--- src/lcc_pkg.sv ---
// shared constants, modes and carriers for the logic cell row
`default_nettype none
package lcc_pkg;
    // ---------------------------------------------------------------
    // geometry
    // ---------------------------------------------------------------
    localparam int CLU_CELLS = 8;
    localparam int NUM_GLOB = 4;
    localparam int NUM_DED = 6;

    // ---------------------------------------------------------------
    // register byte offsets
    // ---------------------------------------------------------------
    localparam logic [7:0] A_CTRL = 8'h00;
    localparam logic [7:0] A_LUT = 8'h04;
    localparam logic [7:0] A_DIN0 = 8'h08;
    localparam logic [7:0] A_DIN1 = 8'h0C;
    localparam logic [7:0] A_DIN2 = 8'h10;
    localparam logic [7:0] A_DIN3 = 8'h14;
    localparam logic [7:0] A_LINES = 8'h18;
    localparam logic [7:0] A_OE = 8'h1C;
    localparam logic [7:0] A_GSEL = 8'h20;
    localparam logic [7:0] A_STEP = 8'h24;
    localparam logic [7:0] A_QOUT = 8'h28;
    localparam logic [7:0] A_COMB = 8'h2C;
    localparam logic [7:0] A_STAT = 8'h30;

    // ---------------------------------------------------------------
    // status field positions
    // ---------------------------------------------------------------
    localparam int ST_CAS = 0;
    localparam int ST_CARRY = 4;
    localparam int ST_TRI = 5;
    localparam int ST_DED = 6;
    localparam int ST_GLOB = 12;

    // ---------------------------------------------------------------
    // modes and carriers
    // ---------------------------------------------------------------
    typedef enum logic [1:0] {M_LOGIC, M_ARITH, M_UPDN, M_CLRCNT} lcc_mode_e;
    typedef enum logic [2:0] {A_CLR, A_PRE, A_CLRPRE, A_LDCLR, A_LDPRE, A_LD} lcc_amode_e;

    // packed msb first: ctrl bit 0 is mode[0], bit 10 is link_en
    typedef struct packed {
        logic link_en;
        logic crst_en;
        logic pr_inv;
        logic clr_sel;
        lcc_amode_e amode;
        logic bypass;
        logic casc_or;
        lcc_mode_e mode;
    } lcc_ctrl_s;
    localparam int CTRL_W = 11;

    // lines bit 0 is line_one, bit 4 is the cascade-in position bit
    typedef struct packed {
        logic casc_bit;
        logic cin;
        logic chip_rst;
        logic line_two;
        logic line_one;
    } lcc_lines_s;
    localparam int LINES_W = 5;

    // ---------------------------------------------------------------
    // reset values
    // ---------------------------------------------------------------
    localparam lcc_ctrl_s CTRL_RST = lcc_ctrl_s'(11'h000);
    localparam lcc_lines_s LINES_RST = lcc_lines_s'(5'h00);
    localparam logic [15:0] LUT_RST = 16'h0000;
endpackage
`default_nettype wire

--- src/lcc_row.sv ---
// logic cell row: cascade and carry chains, counters, register control, apb slave
// Function
// cascade joins lookup outputs by and or or
// each chained cell adds four inputs
// long cascades link cluster to cluster plus two
// cascades never cross the row centre
// carry-out feeds next cell's carry-in
// adder register bypassed or used as accumulator
// counter: enable, clock enable, direction, load
// two lookups: next bit and fast carry
// mux sync load; async load via clear/preset
// clearable counter: sync clear from cascade-in
// sync clear ands load mux output
// emulated bus: contention low, float high
// either control line may clear asynchronously
// async load takes data when line one asserted
// clear and preset are active low
// six asynchronous clear/preset/load modes
// chip-wide reset overrides all register controls
// globals from dedicated pins or internal logic
// clear beats preset when both asserted
`default_nettype none
module lcc_row #(
    parameter int NCLU = 4
) (
    // clock and reset
    input wire logic pclk,
    input wire logic presetn,
    // apb slave
    input wire logic psel,
    input wire logic penable,
    input wire logic pwrite,
    input wire logic [31:0] paddr,
    input wire logic [31:0] pwdata,
    output logic [31:0] prdata,
    output logic pready,
    output logic pslverr,
    // dedicated control pins and global lines
    input wire logic [5:0] ded_in,
    output logic [3:0] glob_o
);
    localparam int CS = lcc_pkg::CLU_CELLS;
    localparam int N = NCLU * CS;
    localparam int HALF = NCLU / 2;

    typedef struct packed {
        logic [5:0] sy1;
        logic [5:0] sy2;
        logic rdy;
        logic err;
        logic [31:0] rdat;
        lcc_pkg::lcc_ctrl_s ctrl;
        lcc_pkg::lcc_lines_s ln;
        logic [15:0] lut;
        logic [3:0][N-1:0] din;
        logic [N-1:0] oe;
        logic [3:0] gsel;
        logic [N-1:0] qr;
        logic [3:0] glob;
        logic step;
    } lcc_state_s;

    lcc_state_s st_ff;
    lcc_state_s nxt_st;
    lcc_pkg::lcc_ctrl_s c;
    lcc_pkg::lcc_lines_s l;
    logic [N-1:0] lut_o;
    logic [N-1:0] cas;
    logic [N-1:0] cout;
    logic [N-1:0] cin_w;
    logic [N-1:0] comb;
    logic [N-1:0] clr_n;
    logic [N-1:0] pre_n;
    logic [N-1:0] qv;
    logic [N-1:0] outv;
    logic cnt_mode;
    logic lc;
    logic lo;
    logic crst;
    logic trib;
    logic acc;
    logic hit;
    logic [31:0] rd;
    logic [3:0] clu_out;

    assign c = st_ff.ctrl;
    assign l = st_ff.ln;
    assign cnt_mode = (c.mode == lcc_pkg::M_UPDN) || (c.mode == lcc_pkg::M_CLRCNT);
    // stored bit is inverted when preset is emulated by inversion
    assign qv = st_ff.qr ^ {N{c.pr_inv}};
    assign lc = c.clr_sel ? l.line_two : l.line_one;
    assign lo = c.clr_sel ? l.line_one : l.line_two;
    assign crst = c.crst_en & l.chip_rst;
    assign acc = psel & penable;

    // ---------------------------------------------------------------
    // per-cell datapath
    // ---------------------------------------------------------------
    for (genvar i = 0; i < N; i++) begin : g_cell
        logic [3:0] x;
        logic cc;
        logic b;
        logic sum;
        logic cnt;
        logic ld;
        logic cm;
        logic co;
        logic ca;
        logic pa;
        assign x = {st_ff.din[3][i], st_ff.din[2][i], st_ff.din[1][i], st_ff.din[0][i]};
        assign lut_o[i] = st_ff.lut[x];
        if (i == 0) begin : g_c0
            assign cin_w[i] = l.cin;
        end else begin : g_cn
            assign cin_w[i] = cout[i-1];
        end
        if (i % CS != 0) begin : g_cas_in
            assign cc = cas[i-1];
        end else if (i / CS >= 2 && ((i / CS >= HALF) == (i / CS - 2 >= HALF))) begin : g_link
            // last cell of cluster two back, same half of the row only
            assign cc = c.link_en ? cas[i-CS-1] : ~c.casc_or;
        end else begin : g_new
            assign cc = ~c.casc_or;
        end
        // or chains use the or identity, the de morgan form of the and chain
        assign cas[i] = c.casc_or ? (cc | lut_o[i]) : (cc & lut_o[i]);
        assign b = c.bypass ? st_ff.din[1][i] : qv[i];
        assign sum = st_ff.din[0][i] ^ b ^ cin_w[i];
        assign cnt = qv[i] ^ cin_w[i];
        assign ld = st_ff.din[1][i] ? st_ff.din[0][i] : cnt;
        always_comb begin
            case (c.mode)
                lcc_pkg::M_ARITH: begin
                    cm = sum;
                    co = (st_ff.din[0][i] & b) | (cin_w[i] & (st_ff.din[0][i] ^ b));
                end
                lcc_pkg::M_UPDN: begin
                    cm = ld;
                    co = cin_w[i] & (l.casc_bit ? qv[i] : ~qv[i]);
                end
                lcc_pkg::M_CLRCNT: begin
                    cm = ld & ~l.casc_bit;
                    co = cin_w[i] & qv[i];
                end
                default: begin
                    cm = cas[i];
                    co = 1'b0;
                end
            endcase
        end
        assign comb[i] = cm;
        assign cout[i] = co;
        // asynchronous controls; load goes through clear/preset, not the lookup
        always_comb begin
            ca = 1'b0;
            pa = 1'b0;
            case (c.amode)
                lcc_pkg::A_CLR: begin
                    ca = lc;
                end
                lcc_pkg::A_PRE: begin
                    pa = lc;
                end
                lcc_pkg::A_CLRPRE: begin
                    ca = lc;
                    pa = lo;
                end
                lcc_pkg::A_LDCLR: begin
                    ca = (l.line_one & ~x[3]) | l.line_two;
                    pa = l.line_one & x[3];
                end
                lcc_pkg::A_LDPRE: begin
                    ca = l.line_one & ~x[3];
                    pa = (l.line_one & x[3]) | l.line_two;
                end
                lcc_pkg::A_LD: begin
                    ca = l.line_one & ~x[3];
                    pa = l.line_one & x[3];
                end
                default: begin
                    ca = 1'b0;
                    pa = 1'b0;
                end
            endcase
        end
        // unused clear or preset sits high and never acts
        assign clr_n[i] = ~ca;
        assign pre_n[i] = ~pa;
        assign outv[i] = (c.bypass && !cnt_mode) ? comb[i] : qv[i];
    end

    for (genvar g = 0; g < NCLU; g++) begin : g_clu
        assign clu_out[g] = cas[g*CS+CS-1];
    end
    for (genvar g = NCLU; g < 4; g++) begin : g_clu_none
        assign clu_out[g] = 1'b0;
    end

    // ---------------------------------------------------------------
    // emulated internal bus
    // ---------------------------------------------------------------
    // contention resolves low, an undriven bus reads high
    always_comb begin
        if (st_ff.oe == '0) begin
            trib = 1'b1;
        end else if ((st_ff.oe & (st_ff.oe - 1'b1)) != '0) begin
            trib = 1'b0;
        end else begin
            trib = |(outv & st_ff.oe);
        end
    end

    // ---------------------------------------------------------------
    // register read decode
    // ---------------------------------------------------------------
    always_comb begin
        hit = (paddr[31:8] == 24'h00_0000) && (paddr[1:0] == 2'b00);
        rd = 32'h0000_0000;
        case (paddr[7:0])
            lcc_pkg::A_CTRL: rd = 32'(st_ff.ctrl);
            lcc_pkg::A_LUT: rd = 32'(st_ff.lut);
            lcc_pkg::A_DIN0: rd = 32'(st_ff.din[0]);
            lcc_pkg::A_DIN1: rd = 32'(st_ff.din[1]);
            lcc_pkg::A_DIN2: rd = 32'(st_ff.din[2]);
            lcc_pkg::A_DIN3: rd = 32'(st_ff.din[3]);
            lcc_pkg::A_LINES: rd = 32'(st_ff.ln);
            lcc_pkg::A_OE: rd = 32'(st_ff.oe);
            lcc_pkg::A_GSEL: rd = 32'(st_ff.gsel);
            lcc_pkg::A_STEP: rd = 32'h0000_0000;
            lcc_pkg::A_QOUT: rd = 32'(outv);
            lcc_pkg::A_COMB: rd = 32'(comb);
            lcc_pkg::A_STAT: begin
                rd[lcc_pkg::ST_CAS +: 4] = clu_out;
                rd[lcc_pkg::ST_CARRY] = cout[N-1];
                rd[lcc_pkg::ST_TRI] = trib;
                rd[lcc_pkg::ST_DED +: 6] = st_ff.sy2;
                rd[lcc_pkg::ST_GLOB +: 4] = st_ff.glob;
            end
            default: hit = 1'b0;
        endcase
    end

    // ---------------------------------------------------------------
    // next state
    // ---------------------------------------------------------------
    always_comb begin
        nxt_st = st_ff;
        nxt_st.sy1 = ded_in;
        nxt_st.sy2 = st_ff.sy1;
        nxt_st.step = 1'b0;
        // answer one cycle into the access phase, data frozen meanwhile
        nxt_st.rdy = acc & ~st_ff.rdy;
        if (acc && !st_ff.rdy) begin
            nxt_st.err = ~hit;
            nxt_st.rdat = rd;
        end
        for (int k = 0; k < 4; k++) begin
            nxt_st.glob[k] = st_ff.gsel[k] ? outv[k] : st_ff.sy2[k];
        end
        if (acc && st_ff.rdy && pwrite) begin
            case (paddr[7:0])
                lcc_pkg::A_CTRL: nxt_st.ctrl = lcc_pkg::lcc_ctrl_s'(pwdata[lcc_pkg::CTRL_W-1:0]);
                lcc_pkg::A_LUT: nxt_st.lut = pwdata[15:0];
                lcc_pkg::A_DIN0: nxt_st.din[0] = pwdata[N-1:0];
                lcc_pkg::A_DIN1: nxt_st.din[1] = pwdata[N-1:0];
                lcc_pkg::A_DIN2: nxt_st.din[2] = pwdata[N-1:0];
                lcc_pkg::A_DIN3: nxt_st.din[3] = pwdata[N-1:0];
                lcc_pkg::A_LINES: nxt_st.ln = lcc_pkg::lcc_lines_s'(pwdata[lcc_pkg::LINES_W-1:0]);
                lcc_pkg::A_OE: nxt_st.oe = pwdata[N-1:0];
                lcc_pkg::A_GSEL: nxt_st.gsel = pwdata[3:0];
                lcc_pkg::A_STEP: nxt_st.step = hit;
                default: nxt_st.step = 1'b0;
            endcase
        end
        // asynchronous controls act every cycle, count/add only on a step
        if (crst) begin
            nxt_st.qr = '0;
        end else begin
            for (int i = 0; i < N; i++) begin
                if (!clr_n[i]) begin
                    nxt_st.qr[i] = c.pr_inv;
                end else if (!pre_n[i]) begin
                    nxt_st.qr[i] = ~c.pr_inv;
                end else if (st_ff.step) begin
                    nxt_st.qr[i] = comb[i] ^ c.pr_inv;
                end
            end
        end
    end

    always_ff @(posedge pclk or negedge presetn) begin
        if (!presetn) begin
            st_ff <= '0;
            st_ff.ctrl <= lcc_pkg::CTRL_RST;
            st_ff.ln <= lcc_pkg::LINES_RST;
            st_ff.lut <= lcc_pkg::LUT_RST;
        end else begin
            st_ff <= nxt_st;
        end
    end

    assign prdata = st_ff.rdat;
    assign pready = st_ff.rdy;
    assign pslverr = st_ff.err;
    assign glob_o = st_ff.glob;

    logic [N:0] add_ref;
    logic [N-1:0] acc_ref;
    assign add_ref = {1'b0, st_ff.din[0]} + {1'b0, st_ff.din[1]} + (N+1)'(l.cin);
    assign acc_ref = st_ff.din[0] + qv + N'(l.cin);
endmodule
`default_nettype wire

--- config.mk ---
export PLATFORM = sky130hd
export DESIGN_NAME = lcc_row
export DESIGN_NICKNAME = d
export VERILOG_FILES = /design/src/lcc_pkg.sv /design/src/lcc_row.sv
export SDC_FILE = /design/constraint.sdc
export NUM_CORES = 1
export LEC_CHECK = 0
export BUFFER_PORTS_ARGS = -buffer_cell sky130_fd_sc_hd__buf_4
export CAP_MARGIN = 20
export CELL_PAD_IN_SITES_DETAIL_PLACEMENT = 2
export CELL_PAD_IN_SITES_GLOBAL_PLACEMENT = 2
export CORE_ASPECT_RATIO = 0.75
export CORE_MARGIN = 4
export CORE_UTILIZATION = 41
export CTS_CLUSTER_DIAMETER = 100
export DETAILED_ROUTE_END_ITERATION = 10
export PLACE_DENSITY_LB_ADDON = 0.1
export SLEW_MARGIN = 20
export SYNTH_ARGS = -nofsm -noshare
export SYNTH_HDL_FRONTEND = slang
export SYNTH_SLANG_ARGS = --single-unit
--- constraint.sdc ---
create_clock -name pclk -period 28.1 [get_ports pclk]
set_input_delay 2.81 -clock pclk [delete_from_list [all_inputs] [get_ports pclk]]
set_output_delay 2.81 -clock pclk [all_outputs]
set_load 0.02 [all_outputs]
==> results.tsv <==
stage	metric	value	unit
finish	fillers	6058	
floorplan	Initial Util	41.7	%
sta	fin. max-slew vios	0	
worst_setup_path	worst path required time	28.53	ns
finish	most frequent cells in the layout	dfrtp_1 (273), mux2_2 (219), buf_4 (206), nand2_1 (185), mux4_2 (130)	
sta	Final Cycle Share	83.7	%
yosys	Synth Cell Area	24100	µm²
clock_network	Hold-fix buffers, CTS	0	
finish	share of cells above drive strength 1	27.6	%
place	pre-CTS setup slack	5.05	ns
place	Final HPWL DP	94100	µm
clock_network	# resized after CTS	0	
worst_setup_path	startpoint types	flip-flop	
finish	final net count	2522	
sta	hold_ws	0.356	ns
yosys	area leader, netlist	dfrtp_1	
yosys	Yosys top cell area share	29.0	%
global_routing	initial antenna violation count	12	
sta	RSZ-0062 raised after global routing	no	
yosys	Synth Register Bits	279	
global_routing	total gr overflow	0	
yosys	Seq/Total Area, Yosys	29.0	%
finish	Final Util	45.8	%
power	power per cell area	34.1	nW/µm²
sta	setup TNS	0	ns
power	Lkg Pwr	10.4	nW
flow_run	max_cap viols	0	
sta	Slew headroom	14.7	%
floorplan	core area	57700	µm²
place	routability cong.	1.02	
floorplan	die height	218	µm
sta	fin worst setup slack	4.57	ns
place	port buffer count	112	
power	Clk network pwr share	49.3	%
detailed_routing	Avg Vias per Cell	7.44	
sta	Tmin final	23.53	ns
yosys	Net Count, Synth	2566	
power	Net Sw Frac	26.2	%
detailed_routing	via count	23900	
clock_network	Worst-Skew Late Latency	0.58	ns
yosys	most common flop cell mapped by yosys	dfrtp_1	
worst_setup_path	worst-path fanout max	45	
finish	cell area after layout	26400	µm²
detailed_routing	Detail Route Antenna Nets	0	
worst_setup_path	critical path endpoint category	flip-flop	
clock_network	clock-pin slew on the worst setup and hold paths	0.06	ns
detailed_routing	post-DR wirelength/cell	42.5	µm
finish	area grow syn2layout	9.88	%
clock_network	maximum buffer depth of the clock tree	3	
power	Comb pwr share	5.4	%
yosys	ys async rst share	100	%
worst_hold_path	worst hold path type	reg -> reg	
sta	Hold Fails Final Rpt	0	
detailed_routing	WL final	137000	µm
floorplan	IO Pins	113	
worst_setup_path	most used cell, CP	nor2_1	
finish	leading cell type in the layout, fill and taps excluded	dfrtp_1	
detailed_routing	DR DRC count	0	
yosys	EDFF count, synth	0	
floorplan	Chip Width	288	µm
power	register share of total power	45.3	%
yosys	Avg Inst Size Synth	9.78	µm²
detailed_routing	DR pass1 iterations	7	
clock_network	CTS root buf	clkbuf_16	
yosys	Mapped Cells	2459	
clock_network	postcts setup bufs	0	
yosys	top post-synthesis cells by area	dfrtp_1 (29%), mux4_2 (12%), mux2_2 (10%)	
worst_setup_path	Worst path max stage delay	0.91	ns
power	Peak VDD IR	0.0485	mV
worst_setup_path	Arrival @ worst endpoint	23.96	ns
clock_network	Num CTS Buffers	35	
yosys	yosys warns	0	
power	Cell Int Power	0.666	mW
global_routing	vias in the first global route	25000	
place	Post-DP Area	25400	µm²
sta	clk_skew	0.0303	ns
sta	f_max	42.5	MHz
worst_setup_path	CP Class	reg -> reg	
yosys	post-synth cell types	102	
detailed_routing	initial DRC count	2992	
worst_setup_path	critical path's slowest cell	dfrtp_4	
clock_network	Sink Count	279	
global_routing	Tot GR Track Use	43.4	%
clock_network	H-tree level count	2	
global_routing	largest net degree at the start of global routing	101	
clock_network	CTS tree	done	
power	Sw Pwr	0.237	mW
status	status	finished, final reports clean	
sta	Worst Max-Slew Pin Slew	1.27	ns
sta	setup violators final	0	
floorplan	Die ar.	62700	µm²
global_routing	first-pass GRT wire length	194000	µm
floorplan	cell row count	76	
-- registers in the layout, indices dropped and copies added, names as in the netlist --
signal	count
c	11
cin_w	1
g_cell.x	128
glob_o	4
l	4
nxt_st	6
prdata	32
pready	1
pslverr	1
st_ff	91
-- metrics by stage --
stage	power, mW	cells
after floorplan	0.429	2459
after global placement	0.462	3158
after detailed placement	0.464	3158
after CTS	0.907	3218
after global routing	0.930	3218
final	0.903	3220
-- routing by layer --
metal	part of all wire, %	track usage (%)	up-vias
met3	12	12.3	523
li1	-	-	9225
met1	38	55.7	12400
met4	7.9	28.4	16
met2	42	64.2	1738
met5	0.082	0	-
-- power groups by stage --
stage,Sequential (mW),Clock [mW],Combinational (mW)
global route,0.409,0.470,0.0519
floorplan,0.413,0,0.0154
finish,0.409,0.445,0.0488
global placement,0.415,0,0.0460
CTS,0.408,0.450,0.0481
detailed placement,0.416,0,0.0479
-- critical path, delay by kind of cell, from the launching register on --
kind	cells	cell delay, ns
flip-flops	1	0.91
AO/OA/AOI/OAI	28	3.73
adder cells (fa/ha/maj)	32	13.13
XOR/XNOR	1	0.47
AND/OR/NAND/NOR	36	4.80
multiplexers	2	0.32
-- final cells by class --
| class | count | area [µm²] | share of cell area [%] |
|---|---|---|---|
| Multi-Input combinational cell | 1812 | 15500 | 58.8 |
| Sequential cell | 279 | 6990 | 26.4 |
| Timing Repair Buffer | 207 | 1560 | 5.91 |
| Tap cell | 780 | 976 | 3.69 |
| Clock buffer | 51 | 956 | 3.62 |
| Inverter | 80 | 300 | 1.14 |
| Clock inverter | 9 | 98.8 | 0.374 |
| Antenna cell | 2 | 5.00 | 0.0189 |
-- logic make-up (layout without fill, tap and decap cells) --
kind of cell             count (synthesis)  count (layout)  share of synthesized area [%]
AND/OR/NAND/NOR                        628             628                           13.3
AO/OA/AOI/OAI                          595             595                           17.5
multiplexers                           450             450                           26.7
buffers and inverters                  368             347                           6.66
flip-flops                             279             279                           29.0
XOR/XNOR                               100             100                           3.83
adder cells (fa/ha/maj)                 39              39                           2.95
other                                    0               2                              0
-- final timing paths --
path	from	end	slack [ns]	cells past startpoint
min reg2reg	nxt_st[271]$_DFF_PN0_	st_ff[271]$_DFF_PN0_	0.36	0
min	nxt_st[271]$_DFF_PN0_	st_ff[271]$_DFF_PN0_	0.36	0
max in group asynchronous	presetn	c[8]$_DFFE_PN0P_	23.36	3
max	c[8]$_DFFE_PN0P_	prdata[5]$_DFFE_PN0P_	4.57	99
max reg2reg	c[8]$_DFFE_PN0P_	prdata[5]$_DFFE_PN0P_	4.57	99
min in group asynchronous	presetn	g_cell[7].x[1]$_DFFE_PN0P_	2.23	1
-- cell usage after synthesis (all sizes together) (7+ instances only) --
library cell and number:
nor3b 7, xnor2 55, nor4 27, o211ai 23, o31ai 13, o22ai 9, a32oi 11, a31oi 25
nand4 36, o21ai 139, o2111ai 8, and3 12, and4 18, a21oi 93, a221oi 19, or2 16
xor2 45, mux2i 101, nor4b 7, maj3 7, nor2b 19, a2111oi 11, and2 10, buf 103
fa 32, nand2 187, a41oi 10, mux2 219, inv 80, mux4 130, nor3 38, a22o 19
nand3 65, nand3b 19, nor2 127, or4 9, a21o 19, a22oi 59, dfrtp 279, clkbuf 185
or3 11, o221ai 19, nand2b 12, a211oi 23, a222oi 42
Power figures use the tool's default switching activity.
